## config.mk

```make
export PLATFORM = sky130hd
export DESIGN_NAME = msv_status_vectors
export DESIGN_NICKNAME = d
export VERILOG_FILES = /design/src/msv_pkg.sv /design/src/msv_status_vectors.sv
export VERILOG_INCLUDE_DIRS = /design/src
export SDC_FILE = /design/constraint.sdc
export NUM_CORES = 1
export LEC_CHECK = 0
export BUFFER_PORTS_ARGS = -buffer_cell sky130_fd_sc_hd__buf_2
export CAP_MARGIN = 20
export CORE_AREA = 4 4 216 218
export CTS_CLUSTER_DIAMETER = 40
export DETAILED_ROUTE_END_ITERATION = 7
export DIE_AREA = 0 0 220 222
export PLACE_DENSITY = 0.44
export RECOVER_POWER = 50
export SYNTH_ARGS = -nofsm -noshare
export SYNTH_HDL_FRONTEND = slang
export SYNTH_SLANG_ARGS = --single-unit
```

## constraint.sdc

```tcl
create_clock -name clk_sys_in -period 15.1 [get_ports clk_sys_in]
set_clock_uncertainty 0.2 [all_clocks]
set_input_delay 3.02 -clock clk_sys_in [delete_from_list [all_inputs] [get_ports clk_sys_in]]
set_output_delay 3.02 -clock clk_sys_in [all_outputs]
set_load 0.01 [all_outputs]
```

## src/msv_map.svh

```systemverilog
`ifndef MSV_MAP_SVH
`define MSV_MAP_SVH
// register byte addresses
`define MSV_TX_LOW_ADDR 32'hFFE00158
`define MSV_TX_HIGH_ADDR 32'hFFE0015C
`define MSV_RX_ADDR 32'hFFE00160
// axi response codes
`define MSV_RESP_OKAY 2'h0
`define MSV_RESP_DECERR 2'h3
// reset values
`define MSV_VEC_RESET 32'h00000000
// frame field thresholds
`define MSV_TX_MAX_LEN 16'h05DC
`define MSV_RX_MAX_LEN 16'h05EE
`define MSV_TYPE_MIN 16'h0600
`define MSV_VLAN_TAG 16'h8100
`define MSV_CTRL_TYPE 16'h8808
`define MSV_PAUSE_OPCODE 16'h0001
`define MSV_DEFER_NIBBLES 16'h17B7
`define MSV_DEFER_BITS 16'h5EDF
`define MSV_MAX_COLLISIONS 5'h10
`define MSV_COLL_WINDOW 16'h0200
// transmit low word field positions
`define MSV_T0_CRC 0
`define MSV_T0_LEN_CHK 1
`define MSV_T0_LEN_RANGE 2
`define MSV_T0_DONE 3
`define MSV_T0_MCAST 4
`define MSV_T0_BCAST 5
`define MSV_T0_DEFER 6
`define MSV_T0_XDEFER 7
`define MSV_T0_XCOLL 8
`define MSV_T0_LATE 9
`define MSV_T0_GIANT 10
`define MSV_T0_UNDERRUN 11
`define MSV_T0_TOTAL_LSB 12
`define MSV_T0_TOTAL_MSB 27
`define MSV_T0_CTRL 28
`define MSV_T0_PAUSE 29
`define MSV_T0_BACKP 30
`define MSV_T0_VLAN 31
// transmit high word field positions
`define MSV_T1_BYTES_MSB 15
`define MSV_T1_COLL_LSB 16
`define MSV_T1_COLL_MSB 19
// receive word field positions
`define MSV_R_BYTES_MSB 15
`define MSV_R_DROPPED 16
`define MSV_R_SHORT 17
`define MSV_R_CARRIER 18
`define MSV_R_CODE_VIOL 19
`define MSV_R_CRC 20
`define MSV_R_LEN_CHK 21
`define MSV_R_LEN_RANGE 22
`define MSV_R_OK 23
`define MSV_R_MCAST 24
`define MSV_R_BCAST 25
`define MSV_R_DRIBBLE 26
`define MSV_R_CTRL 27
`define MSV_R_PAUSE 28
`define MSV_R_UNSUP 29
`define MSV_R_VLAN 30
`endif

```

## src/msv_pkg.sv

```systemverilog
package msv_pkg;
  // facts about one finished transmit frame
  typedef struct packed {
    logic [31:0] fcs_sent;
    logic [31:0] fcs_calc;
    logic [15:0] len_type;
    logic [15:0] data_count;
    logic [47:0] dest_addr;
    logic [15:0] opcode;
    logic [15:0] defer_time;
    logic speed_100;
    logic [4:0] collisions;
    logic [15:0] coll_offset;
    logic completed;
    logic underrun;
    logic backpressure;
    logic [15:0] total_bytes;
    logic [16:0] frame_bytes;
  } msv_tx_report_t;
  // facts about one finished receive frame
  typedef struct packed {
    logic [31:0] fcs_sent;
    logic [31:0] fcs_calc;
    logic [15:0] len_type;
    logic [15:0] data_count;
    logic [47:0] dest_addr;
    logic [15:0] opcode;
    logic [15:0] byte_count;
    logic dropped;
    logic short_event;
    logic carrier_event;
    logic code_violation;
    logic [2:0] dribble_bits;
  } msv_rx_report_t;
endpackage

```

## src/msv_status_vectors.sv

```systemverilog
// Decided for this implementation: register access over AXI4-Lite.
`timescale 1ns/10ps
`default_nettype none
`include "msv_map.svh"

module msv_status_vectors
  import msv_pkg::*;
#(
  parameter int ADDR_W = 32
) (
  input wire logic clk_sys_in,
  input wire logic reset_n_in,
  // mac datapath side
  input wire logic tx_done_in,
  input wire msv_tx_report_t tx_report_in,
  input wire logic rx_done_in,
  input wire msv_rx_report_t rx_report_in,
  // axi4-lite write address
  input wire logic [ADDR_W-1:0] s_axi_awaddr_in,
  input wire logic s_axi_awvalid_in,
  output logic s_axi_awready_out,
  // axi4-lite write data
  input wire logic [31:0] s_axi_wdata_in,
  input wire logic [3:0] s_axi_wstrb_in,
  input wire logic s_axi_wvalid_in,
  output logic s_axi_wready_out,
  // axi4-lite write response
  output logic [1:0] s_axi_bresp_out,
  output logic s_axi_bvalid_out,
  input wire logic s_axi_bready_in,
  // axi4-lite read address
  input wire logic [ADDR_W-1:0] s_axi_araddr_in,
  input wire logic s_axi_arvalid_in,
  output logic s_axi_arready_out,
  // axi4-lite read data
  output logic [31:0] s_axi_rdata_out,
  output logic [1:0] s_axi_rresp_out,
  output logic s_axi_rvalid_out,
  input wire logic s_axi_rready_in
);

  // reset release synchroniser
  logic rst_meta_n;
  logic rst_n;

  // captured vectors
  logic [31:0] tx_low;
  logic [31:0] tx_high;
  logic [31:0] rx_vec;
  logic [31:0] next_tx_low;
  logic [31:0] next_tx_high;
  logic [31:0] next_rx_vec;

  // write channel state
  logic aw_held;
  logic w_held;
  logic [ADDR_W-1:0] aw_addr;
  logic [1:0] bresp;
  logic bvalid;

  // read channel state
  logic [31:0] rdata;
  logic [1:0] rresp;
  logic rvalid;

  // decoded helper terms
  logic tx_bcast;
  logic tx_group;
  logic tx_ctrl;
  logic tx_xdefer;
  logic tx_xcoll;
  logic rx_bcast;
  logic rx_group;
  logic rx_ctrl;
  logic rx_crc_bad;
  logic aw_hs;
  logic w_hs;
  logic ar_hs;
  logic [31:0] rd_word;
  logic [1:0] rd_resp;
  logic wr_mapped;

  // asynchronous assert, two-flop release
  always_ff @(posedge clk_sys_in or negedge reset_n_in) begin
    if (!reset_n_in) begin
      rst_meta_n <= 1'b0;
      rst_n <= 1'b0;
    end else begin
      rst_meta_n <= 1'b1;
      rst_n <= rst_meta_n;
    end
  end

  // transmit decode terms
  always_comb begin
    // all-ones destination is broadcast
    tx_bcast = &tx_report_in.dest_addr;
    // group bit of first octet on the wire
    tx_group = tx_report_in.dest_addr[40];
    tx_ctrl = (tx_report_in.len_type == `MSV_CTRL_TYPE);
    // defer limit depends on link speed
    if (tx_report_in.speed_100) begin
      tx_xdefer = (tx_report_in.defer_time > `MSV_DEFER_NIBBLES);
    end else begin
      tx_xdefer = (tx_report_in.defer_time > `MSV_DEFER_BITS);
    end
    tx_xcoll = (tx_report_in.collisions >= `MSV_MAX_COLLISIONS);
  end

  // transmit vector assembly
  always_comb begin
    next_tx_low = `MSV_VEC_RESET;
    next_tx_high = `MSV_VEC_RESET;
    next_tx_low[`MSV_T0_CRC] = (tx_report_in.fcs_sent != tx_report_in.fcs_calc);
    // length mismatch only counts for a length, not a type
    next_tx_low[`MSV_T0_LEN_CHK] = (tx_report_in.len_type < `MSV_TYPE_MIN)
      && (tx_report_in.len_type != tx_report_in.data_count);
    // type values also compare, so this is informative only
    next_tx_low[`MSV_T0_LEN_RANGE] = (tx_report_in.len_type > `MSV_TX_MAX_LEN);
    next_tx_low[`MSV_T0_DONE] = tx_report_in.completed;
    next_tx_low[`MSV_T0_MCAST] = tx_group && !tx_bcast;
    next_tx_low[`MSV_T0_BCAST] = tx_bcast;
    next_tx_low[`MSV_T0_DEFER] = (tx_report_in.defer_time != 16'h0000) && !tx_xdefer;
    next_tx_low[`MSV_T0_XDEFER] = tx_xdefer;
    next_tx_low[`MSV_T0_XCOLL] = tx_xcoll;
    // late means a collision past the slot window
    next_tx_low[`MSV_T0_LATE] = (tx_report_in.collisions != 5'h00)
      && (tx_report_in.coll_offset > `MSV_COLL_WINDOW);
    next_tx_low[`MSV_T0_GIANT] = tx_report_in.frame_bytes[16];
    next_tx_low[`MSV_T0_UNDERRUN] = tx_report_in.underrun;
    next_tx_low[`MSV_T0_TOTAL_MSB:`MSV_T0_TOTAL_LSB] = tx_report_in.total_bytes;
    next_tx_low[`MSV_T0_CTRL] = tx_ctrl;
    next_tx_low[`MSV_T0_PAUSE] = tx_ctrl && (tx_report_in.opcode == `MSV_PAUSE_OPCODE);
    next_tx_low[`MSV_T0_BACKP] = tx_report_in.backpressure;
    next_tx_low[`MSV_T0_VLAN] = (tx_report_in.len_type == `MSV_VLAN_TAG);
    // low sixteen bits only; overflow shows as giant
    next_tx_high[`MSV_T1_BYTES_MSB:0] = tx_report_in.frame_bytes[15:0];
    // sixteen collisions wraps to zero in four bits
    next_tx_high[`MSV_T1_COLL_MSB:`MSV_T1_COLL_LSB] = tx_report_in.collisions[3:0];
  end

  // receive decode terms
  always_comb begin
    rx_bcast = &rx_report_in.dest_addr;
    rx_group = rx_report_in.dest_addr[40];
    rx_ctrl = (rx_report_in.len_type == `MSV_CTRL_TYPE);
    rx_crc_bad = (rx_report_in.fcs_sent != rx_report_in.fcs_calc);
  end

  // receive vector assembly
  always_comb begin
    next_rx_vec = `MSV_VEC_RESET;
    next_rx_vec[`MSV_R_BYTES_MSB:0] = rx_report_in.byte_count;
    next_rx_vec[`MSV_R_DROPPED] = rx_report_in.dropped;
    next_rx_vec[`MSV_R_SHORT] = rx_report_in.short_event;
    next_rx_vec[`MSV_R_CARRIER] = rx_report_in.carrier_event;
    next_rx_vec[`MSV_R_CODE_VIOL] = rx_report_in.code_violation;
    next_rx_vec[`MSV_R_CRC] = rx_crc_bad;
    next_rx_vec[`MSV_R_LEN_CHK] = (rx_report_in.len_type < `MSV_TYPE_MIN)
      && (rx_report_in.len_type != rx_report_in.data_count);
    next_rx_vec[`MSV_R_LEN_RANGE] = (rx_report_in.len_type > `MSV_RX_MAX_LEN);
    // good only with matching crc and clean symbols
    next_rx_vec[`MSV_R_OK] = !rx_crc_bad && !rx_report_in.code_violation;
    next_rx_vec[`MSV_R_MCAST] = rx_group && !rx_bcast;
    next_rx_vec[`MSV_R_BCAST] = rx_bcast;
    // stray trailing bits, flagged as one bit when the three-bit count is nonzero
    next_rx_vec[`MSV_R_DRIBBLE] = (rx_report_in.dribble_bits != 3'h0);
    next_rx_vec[`MSV_R_CTRL] = rx_ctrl;
    next_rx_vec[`MSV_R_PAUSE] = rx_ctrl && (rx_report_in.opcode == `MSV_PAUSE_OPCODE);
    next_rx_vec[`MSV_R_UNSUP] = rx_ctrl && (rx_report_in.opcode != `MSV_PAUSE_OPCODE);
    next_rx_vec[`MSV_R_VLAN] = (rx_report_in.len_type == `MSV_VLAN_TAG);
  end

  // both transmit words load on the same edge
  always_ff @(posedge clk_sys_in or negedge rst_n) begin
    if (!rst_n) begin
      tx_low <= `MSV_VEC_RESET;
      tx_high <= `MSV_VEC_RESET;
    end else if (tx_done_in) begin
      tx_low <= next_tx_low;
      tx_high <= next_tx_high;
    end
  end

  // receive word loads at frame end
  always_ff @(posedge clk_sys_in or negedge rst_n) begin
    if (!rst_n) begin
      rx_vec <= `MSV_VEC_RESET;
    end else if (rx_done_in) begin
      rx_vec <= next_rx_vec;
    end
  end

  // bus handshakes
  assign s_axi_awready_out = !aw_held && !bvalid;
  assign s_axi_wready_out = !w_held && !bvalid;
  assign s_axi_arready_out = !rvalid;
  assign aw_hs = s_axi_awvalid_in && s_axi_awready_out;
  assign w_hs = s_axi_wvalid_in && s_axi_wready_out;
  assign ar_hs = s_axi_arvalid_in && s_axi_arready_out;

  // write address and data taken in either order
  always_ff @(posedge clk_sys_in or negedge rst_n) begin
    if (!rst_n) begin
      aw_held <= 1'b0;
      w_held <= 1'b0;
      aw_addr <= '0;
    end else if (aw_held && w_held) begin
      // both present: response is issued now
      aw_held <= 1'b0;
      w_held <= 1'b0;
    end else begin
      if (aw_hs) begin
        aw_held <= 1'b1;
        aw_addr <= s_axi_awaddr_in;
      end
      if (w_hs) begin
        w_held <= 1'b1;
      end
    end
  end

  // write decode: data is discarded, registers are read only
  always_comb begin
    if (aw_addr == `MSV_TX_LOW_ADDR) begin
      wr_mapped = 1'b1;
    end else if (aw_addr == `MSV_TX_HIGH_ADDR) begin
      wr_mapped = 1'b1;
    end else if (aw_addr == `MSV_RX_ADDR) begin
      wr_mapped = 1'b1;
    end else begin
      wr_mapped = 1'b0;
    end
  end

  // write response
  always_ff @(posedge clk_sys_in or negedge rst_n) begin
    if (!rst_n) begin
      bvalid <= 1'b0;
      bresp <= `MSV_RESP_OKAY;
    end else if (aw_held && w_held) begin
      bvalid <= 1'b1;
      // mapped writes accepted and ignored
      bresp <= wr_mapped ? `MSV_RESP_OKAY : `MSV_RESP_DECERR;
    end else if (bvalid && s_axi_bready_in) begin
      bvalid <= 1'b0;
    end
  end
  assign s_axi_bvalid_out = bvalid;
  assign s_axi_bresp_out = bresp;

  // read decode
  always_comb begin
    if (s_axi_araddr_in == `MSV_TX_LOW_ADDR) begin
      rd_word = tx_low;
      rd_resp = `MSV_RESP_OKAY;
    end else if (s_axi_araddr_in == `MSV_TX_HIGH_ADDR) begin
      rd_word = tx_high;
      rd_resp = `MSV_RESP_OKAY;
    end else if (s_axi_araddr_in == `MSV_RX_ADDR) begin
      rd_word = rx_vec;
      rd_resp = `MSV_RESP_OKAY;
    end else begin
      // unmapped: zero data, decode error
      rd_word = `MSV_VEC_RESET;
      rd_resp = `MSV_RESP_DECERR;
    end
  end

  // read data captured at address acceptance
  always_ff @(posedge clk_sys_in or negedge rst_n) begin
    if (!rst_n) begin
      rvalid <= 1'b0;
      rdata <= `MSV_VEC_RESET;
      rresp <= `MSV_RESP_OKAY;
    end else if (ar_hs) begin
      rvalid <= 1'b1;
      rdata <= rd_word;
      rresp <= rd_resp;
    end else if (rvalid && s_axi_rready_in) begin
      rvalid <= 1'b0;
    end
  end
  assign s_axi_rvalid_out = rvalid;
  assign s_axi_rdata_out = rdata;
  assign s_axi_rresp_out = rresp;
endmodule
`default_nettype wire

```

==> results of run 1 <==
-- state kept, by name, indices dropped and copies added (netlist names) --
register,count
s_axi_rvalid_out,1
tx_high,20
aw_held,1
rst_meta_n,1
rst_n,1
w_held,1
rx_vec,31
aw_addr,32
s_axi_bvalid_out,1
s_axi_rresp_out,1
tx_low,32
s_axi_rdata_out,32
s_axi_bresp_out,1
-- cell usage after synthesis (3+ instances only) --
| library cell | instances |
|---|---|
| a22oi_1 | 20 |
| buf_4 | 3 |
| nand2_1 | 51 |
| a21o_1 | 12 |
| o21ai_1 | 9 |
| o22ai_1 | 7 |
| nand4_1 | 56 |
| nand3_1 | 7 |
| buf_2 | 4 |
| inv_1 | 21 |
| nor4_1 | 31 |
| o21ai_0 | 10 |
| nor4b_1 | 8 |
| buf_1 | 3 |
| nand2b_1 | 22 |
| xnor2_1 | 81 |
| or4_1 | 4 |
| a31oi_1 | 3 |
| nor2_1 | 31 |
| a21oi_1 | 6 |
| o31ai_2 | 21 |
| clkbuf_1 | 20 |
| dfrtp_1 | 155 |
| nor2b_1 | 4 |
| xor2_1 | 15 |
| nand4b_1 | 3 |
| nor3_1 | 9 |
| o22a_1 | 3 |
| mux2_2 | 93 |
-- per-stage QoR --
stage	total power [mW]	hold WS [ps]	utilization [%]	instances
3_5_place_dp	0.783	91.7	25.7	1847
5_1_grt	1.31	169	27.0	1879
2_1_floorplan	0.661	131	-	743
4_1_cts	1.26	100	27.1	1879
3_3_place_gp	0.777	96.8	25.7	1847
6_report	1.23	153	27.0	1882
-- worst max path at each step --
| stage | cells past startpoint | end | startpoint |
|---|---|---|---|
| final | 6 | rx_vec[28] | rx_done_in |
| after global routing | 6 | rx_vec[28] | rx_done_in |
| after CTS | 6 | s_axi_rdata_out[28] | s_axi_araddr_in[11] |
| after detailed placement | 6 | s_axi_rdata_out[29] | s_axi_araddr_in[5] |
| after global placement | 6 | s_axi_rdata_out[28] | s_axi_araddr_in[11] |
| after floorplan | 0 | aw_addr[0] | rst_n |
-- report_power, final --
group	switching (mW)	internal [mW]	leakage, nW
combinational	0.108	0.143	3.43
sequential	0.0370	0.483	1.90
clock	0.188	0.276	0.304
-- cell type report --
cell class              instances  area [um^2]
multi-input cells             534         4100
repair buffers                537         2690
flip-flops and latches        155         3880
diodes                          3         7.51
clock buffers                  22          474
clock inverters                10          153
fillers                      4862        32800
inverters                      21         78.8
well taps                     600          751
-- per-layer routing --
layer | track usage, % | vias up | share of wire [%]
li1 | - | 3784 | -
met1 | 17.0 | 3806 | 42
met2 | 22.8 | 343 | 48
met3 | 4.40 | 49 | 8.1
met4 | 4.09 | 10 | 1.9
met5 | 0 | - | 0.17
-- kinds of logic (layout without fill, tap and decap cells) --
group / Yosys count / after routing / share of synthesized area (%)
other cells: 1 / 4 / 0.0458
mux: 95 / 95 / 13.0
compound gates: 103 / 103 / 10.0
buf+inv: 54 / 590 / 2.87
simple gates: 239 / 239 / 16.4
xor+xnor: 96 / 96 / 10.3
flops: 155 / 155 / 47.3
-- critical path, cell delays in order --
cell	delay (ps)
buf_2	70
clkbuf_1	1770
nor4b_1	510
nand4_1	170
or4_1	570
o22ai_1	150
==> results_tabular.tex, run 1 <==
\begin{tabular}{lr}
\hline
Metric & Value \\
\hline
\multicolumn{2}{l}{\textbf{Worst setup path}} \\
Required time worst endpoint & about 15000 ps \\
Element type at the critical path start & input port \\
Startpoint of the lowest-slack register-to-register path & rst\_n \\
Reg2Reg Depth & 1 \\
Critical path data arrival time & 6290 ps \\
Slack of the worst reg-to-reg path & between 10000 and 15000 ps \\
RR Endpoint & s\_axi\_rdata\_out[29] \\
Endpoint type of the worst setup path & flop \\
Type of the worst setup path & in -> reg \\
Crit path max fanout & 36 \\
\multicolumn{2}{l}{\textbf{Global route}} \\
Vias in the first global route & 8405 \\
Final global-route overflow total & 0 \\
Maximum number of pins on one net before global-route repair & 64 \\
Initial antenna violation count & 14 \\
Total track usage & 13.7\% \\
Global-route wire length before repair & between 50000 and 60000 um \\
\multicolumn{2}{l}{\textbf{Cells and area}} \\
Net count, final & 1792 \\
Summed area of non-filler cells in the final layout & 0.0121 mm\^{}2 \\
Area growth, synth to finish & 48.0\% \\
Most used cells in the layout excluding fill and tap cells & buf\_2, dfrtp\_1, mux2\_2, xnor2\_1, nand4\_1 \\
Leading cell type in the layout, fill and taps excluded & buf\_2 \\
Share of cells above drive strength 1 & 53.6\% \\
\multicolumn{2}{l}{\textbf{Flow run}} \\
Max-cap viol count & 4 \\
\multicolumn{2}{l}{\textbf{Detailed routing}} \\
Drt drc & 0 \\
Antenna-violating nets left & 0 \\
Post-DR wirelength/cell & between 15 and 20 um \\
Routed Wire Length & 34400 um \\
Number of design-rule violations left by the first detailed-router iteration & 345 \\
Avg Vias per Cell & about 4.2 \\
First drt pass iteration count & 5 \\
Count of vias placed by the detailed router & 7992 \\
\multicolumn{2}{l}{\textbf{Placed design}} \\
Gpl congestion & 0.866 \\
HPWL Detailed & 27500 um \\
Area post-placement & 0.0115 mm\^{}2 \\
PortBufs & 530 \\
Place WS & 9410 ps \\
\multicolumn{2}{l}{\textbf{STA}} \\
Final TNS setup & 0 ps \\
Highest achievable clock rate & 163 MHz \\
Setup repair after global routing missed its margin & no \\
Period Utilization, post-route & 40.7\% \\
Worst slew margin & -140\% \\
Count of endpoints failing setup in the final report & 0 \\
Final hold violation count & 0 \\
Worst Setup Slack, final & 8960 ps \\
Max-slew violations & approximately 200 \\
Least-Margin Pin Slew & roughly 3600 ps \\
Minimum period implied by the final worst setup slack & 6140 ps \\
\multicolumn{2}{l}{\textbf{Logic synthesis}} \\
Number of flops mapped to enable cells by yosys & 0 \\
Combined area of all synthesized cells & 0.00820 mm\^{}2 \\
Seq cells post-synth & between 150 and 200 \\
Dominant cell type by area after synthesis & dfrtp\_1 \\
Instance count of the mapped netlist & between 700 and 800 \\
Post-Syn Nets & 1269 \\
Yosys synthesis warning count & 0 \\
Fraction of post-synthesis cell area in the top cell type by area & 47.3\% \\
Proportion of synthesized flip-flops having asynchronous set or reset & between 90\% and 100\% \\
Syn Area/Cell & 11.0 um\^{}2 \\
Most instantiated flip-flop cell in the synthesis netlist & dfrtp\_1 \\
Sequential fraction of the synthesis area & a little under half \\
Unique masters post-synth & 54 \\
Area contributors post-synth & dfrtp\_1, mux2\_2, xnor2\_1, nand4\_1, o31ai\_2 \\
\multicolumn{2}{l}{\textbf{Power}} \\
Cell leakage power & 5.63 nW \\
Worst vdd rail ir drop & $\sim$0.08 mV \\
Power density over cell area & between 100 and 150 mW/mm\^{}2 \\
\multicolumn{2}{l}{\textbf{Status}} \\
Result of the run & finished with violations \\
Violations in the final reports & max-capacitance violations, max-slew violations \\
\multicolumn{2}{l}{\textbf{Floorplanning}} \\
Chip height & 222 um \\
Count of boundary I/O pins & roughly 570 \\
Initial core utilization & 18.3\% \\
Die width & 220 um \\
\# rows & 78 \\
Floorplan die area & 0.0488 mm\^{}2 \\
Placeable Area & 0.0449 mm\^{}2 \\
\multicolumn{2}{l}{\textbf{Hold path}} \\
Destination of the worst hold path & rst\_n \\
Worst Hold Launch & rst\_meta\_n \\
Hold-critical path depth & 0 \\
Class of the tightest hold or removal check & reg -> reg \\
\multicolumn{2}{l}{\textbf{Clock tree}} \\
Hold buffer count at cts & 0 \\
Clock transition time at the flip-flop clock pins of the worst setup and hold paths & 70 ps \\
Sink count of the clock tree & 155 \\
TritonCTS clock tree & done \\
CTS H-tree lvls & 4 \\
Worst-skew pair later-pin latency & around 450 ps \\
Master cell of the clock root buffer & clkbuf\_16 \\
Buffer count from post-CTS setup fixing & 0 \\
Post-cts repair resize count & 0 \\
CTS Buf Count & 17 \\
Clock Tree Buf Depth & 2 \\
\hline
\end{tabular}
No activity file was read; power rests on OpenSTA's default activity.
==> run 2: changes to the inputs <==
Clock period 15.1 ns to 5.9 ns, I/O delays scaled along.
==> results_tabular.tex, run 2 (same netlist as run 1, synthesis figures left out) <==
\begin{tabular}{lr}
\hline
Metric & Value \\
\hline
\multicolumn{2}{l}{\textbf{Status}} \\
Result of the run & finished with violations \\
Violations in the final reports & max-capacitance violations, max-slew violations \\
\multicolumn{2}{l}{\textbf{Worst setup path}} \\
Element type at the critical path start & input port \\
RR Endpoint & tx\_low[0] \\
Type of the worst setup path & in -> reg \\
Cell with the biggest individual delay on the critical path & clkbuf\_1 \\
Crit path max fanout & 36 \\
Critical path data arrival time & 4460 ps \\
Crit path cell chain & buf\_2, clkbuf\_1, nor4b\_1, nand4\_1, or4\_1, o22ai\_1 \\
Startpoint of the lowest-slack register-to-register path & rst\_n \\
Reg2Reg Depth & 1 \\
Endpoint type of the worst setup path & flop \\
Biggest cell delay along the critical path & 1780 ps \\
Slack of the worst reg-to-reg path & 2250 ps \\
Required time worst endpoint & between 6000 and 7000 ps \\
\multicolumn{2}{l}{\textbf{Global route}} \\
Final global-route overflow total & 0 \\
Total track usage & 13.7\% \\
Initial antenna violation count & 17 \\
Maximum number of pins on one net before global-route repair & 59 \\
Global-route wire length before repair & 49900 um \\
Vias in the first global route & roughly 8500 \\
\multicolumn{2}{l}{\textbf{Power}} \\
Power density over cell area & 253 mW/mm\^{}2 \\
Switch Pwr & 860 uW \\
Cell leakage power & 5.62 nW \\
Portion of total power attributed to combinational logic & 20.7\% \\
Worst vdd rail ir drop & 0.191 mV \\
Portion of total power attributed to sequential cells & roughly 44\% \\
Clock Power Share & 35.7\% \\
Internal Pwr Total & 2.20 mW \\
Net Sw Frac & between 20 and 30\% \\
\multicolumn{2}{l}{\textbf{Placed design}} \\
Gpl congestion & 0.871 \\
Place WS & 2030 ps \\
Area post-placement & $\sim$0.012 mm\^{}2 \\
HPWL Detailed & about 28000 um \\
PortBufs & 530 \\
\multicolumn{2}{l}{\textbf{Clock tree}} \\
Sink count of the clock tree & 155 \\
TritonCTS clock tree & done \\
CTS Buf Count & 17 \\
Clock transition time at the flip-flop clock pins of the worst setup and hold paths & 70 ps \\
Post-cts repair resize count & 0 \\
Master cell of the clock root buffer & clkbuf\_16 \\
Buffer count from post-CTS setup fixing & 0 \\
Hold buffer count at cts & 0 \\
Clock Tree Buf Depth & 2 \\
Worst-skew pair later-pin latency & around 450 ps \\
CTS H-tree lvls & 4 \\
\multicolumn{2}{l}{\textbf{Cells and area}} \\
Net count, final & approximately 1800 \\
Register Area & 0.00388 mm\^{}2 \\
Area occupied by multi-input gates & 0.00410 mm\^{}2 \\
Summed area of non-filler cells in the final layout & 0.0121 mm\^{}2 \\
Leading cell type in the layout, fill and taps excluded & buf\_2 \\
Filler instances & 4833 \\
Share of cells above drive strength 1 & 53.8\% \\
Area growth, synth to finish & 47.6\% \\
Most used cells in the layout excluding fill and tap cells & buf\_2, dfrtp\_1, mux2\_2, xnor2\_1, nand4\_1 \\
\multicolumn{2}{l}{\textbf{STA}} \\
Least-Margin Pin Slew & about 2500 ps \\
Final hold violation count & 0 \\
Setup repair after global routing missed its margin & no \\
Highest achievable clock rate & 231 MHz \\
Max-slew violations & 129 \\
Minimum period implied by the final worst setup slack & approximately 4300 ps \\
Period Utilization, post-route & about three quarters \\
Worst Setup Slack, final & 1570 ps \\
Worst slew margin & -69.1\% \\
Final TNS setup & 0 ps \\
Count of endpoints failing setup in the final report & 0 \\
\multicolumn{2}{l}{\textbf{Detailed routing}} \\
Routed Wire Length & 34500 um \\
First drt pass iteration count & 4 \\
Antenna-violating nets left & 0 \\
Number of design-rule violations left by the first detailed-router iteration & 259 \\
Count of vias placed by the detailed router & 7890 \\
Post-DR wirelength/cell & about 18 um \\
Drt drc & 0 \\
Avg Vias per Cell & about 4.2 \\
\multicolumn{2}{l}{\textbf{Hold path}} \\
Class of the tightest hold or removal check & reg -> reg \\
Destination of the worst hold path & rst\_n \\
Worst Hold Launch & rst\_meta\_n \\
Hold-critical path depth & 0 \\
\multicolumn{2}{l}{\textbf{Floorplanning}} \\
Die width & 220 um \\
Placeable Area & $\sim$0.045 mm\^{}2 \\
Initial core utilization & between 10\% and 20\% \\
Count of boundary I/O pins & 567 \\
Floorplan die area & 0.0488 mm\^{}2 \\
\# rows & 78 \\
Chip height & approximately 220 um \\
\multicolumn{2}{l}{\textbf{Flow run}} \\
Max-cap viol count & 3 \\
\hline
\end{tabular}
[run 2: changes by cell type in the layout (fill, tap and decap cells not counted), sizes merged]
cell    change
clkbuf      -4
clkinv      +4
inv         +1
bufinv      -2
buf         +2
diode       +3
[run 2: worst max-delay path by stage]
stage,startpoint,end,slack (ps),cells after the start
6_report,rx_done_in,rx_vec[28],1570,6
5_1_grt,rx_done_in,rx_vec[28],1320,6
4_1_cts,s_axi_araddr_in[17],s_axi_rdata_out[28],2540,5
3_5_place_dp,s_axi_araddr_in[17],s_axi_rdata_out[28],2030,5
3_3_place_gp,s_axi_araddr_in[17],s_axi_rdata_out[29],2090,5
2_1_floorplan,rst_n,aw_addr[0],1060,0
[run 2: metal layers]
metal | share of wire (%) | vias up | routed length, um | track usage (%)
li1 | - | 3786 | - | -
met2 | 47 | 331 | 16200 | 22.3
met4 | 2.2 | 14 | 769 | 4.25
met3 | 9.2 | 57 | 3190 | 5.73
met5 | 0.29 | - | 101 | 0
met1 | 41 | 3702 | 14200 | 16.3
[run 2: cell type report]
class | count | area share [%]
clock inverter | 13 | 1.09
clock buffer | 19 | 3.66
sequential | 155 | 32.1
timing repair buffer | 538 | 22.3
antenna | 6 | 0.124
multi-input combinational | 534 | 33.9
tap | 600 | 6.20
inverter | 21 | 0.651
[run 2: power by group through the flow]
| stage | combinational [mW] | clock (mW) | sequential, mW |
|---|---|---|---|
| floorplan | 0.356 | 0 | 1.34 |
| global placement | 0.635 | 0 | 1.35 |
| detailed placement | 0.645 | 0 | 1.36 |
| CTS | 0.648 | 1.15 | 1.34 |
| global route | 0.701 | 1.19 | 1.36 |
| finish | 0.635 | 1.09 | 1.33 |
[run 2: critical path: cells and delay by family]
kind / cells / cell delay, ps
buffers and inverters: 2 / 1850
AND/OR/NAND/NOR: 3 / 1250
AO/OA/AOI/OAI: 1 / 150
[run 2: stage by stage]
stage	std cells	hold slack, ps	power [mW]	util (%)
finish	1886	160	3.06	27.0
global route	1882	182	3.25	26.9
CTS	1880	162	3.14	27.0
detailed placement	1848	138	2.00	25.7
global placement	1848	137	1.99	25.7
floorplan	743	131	1.69	-
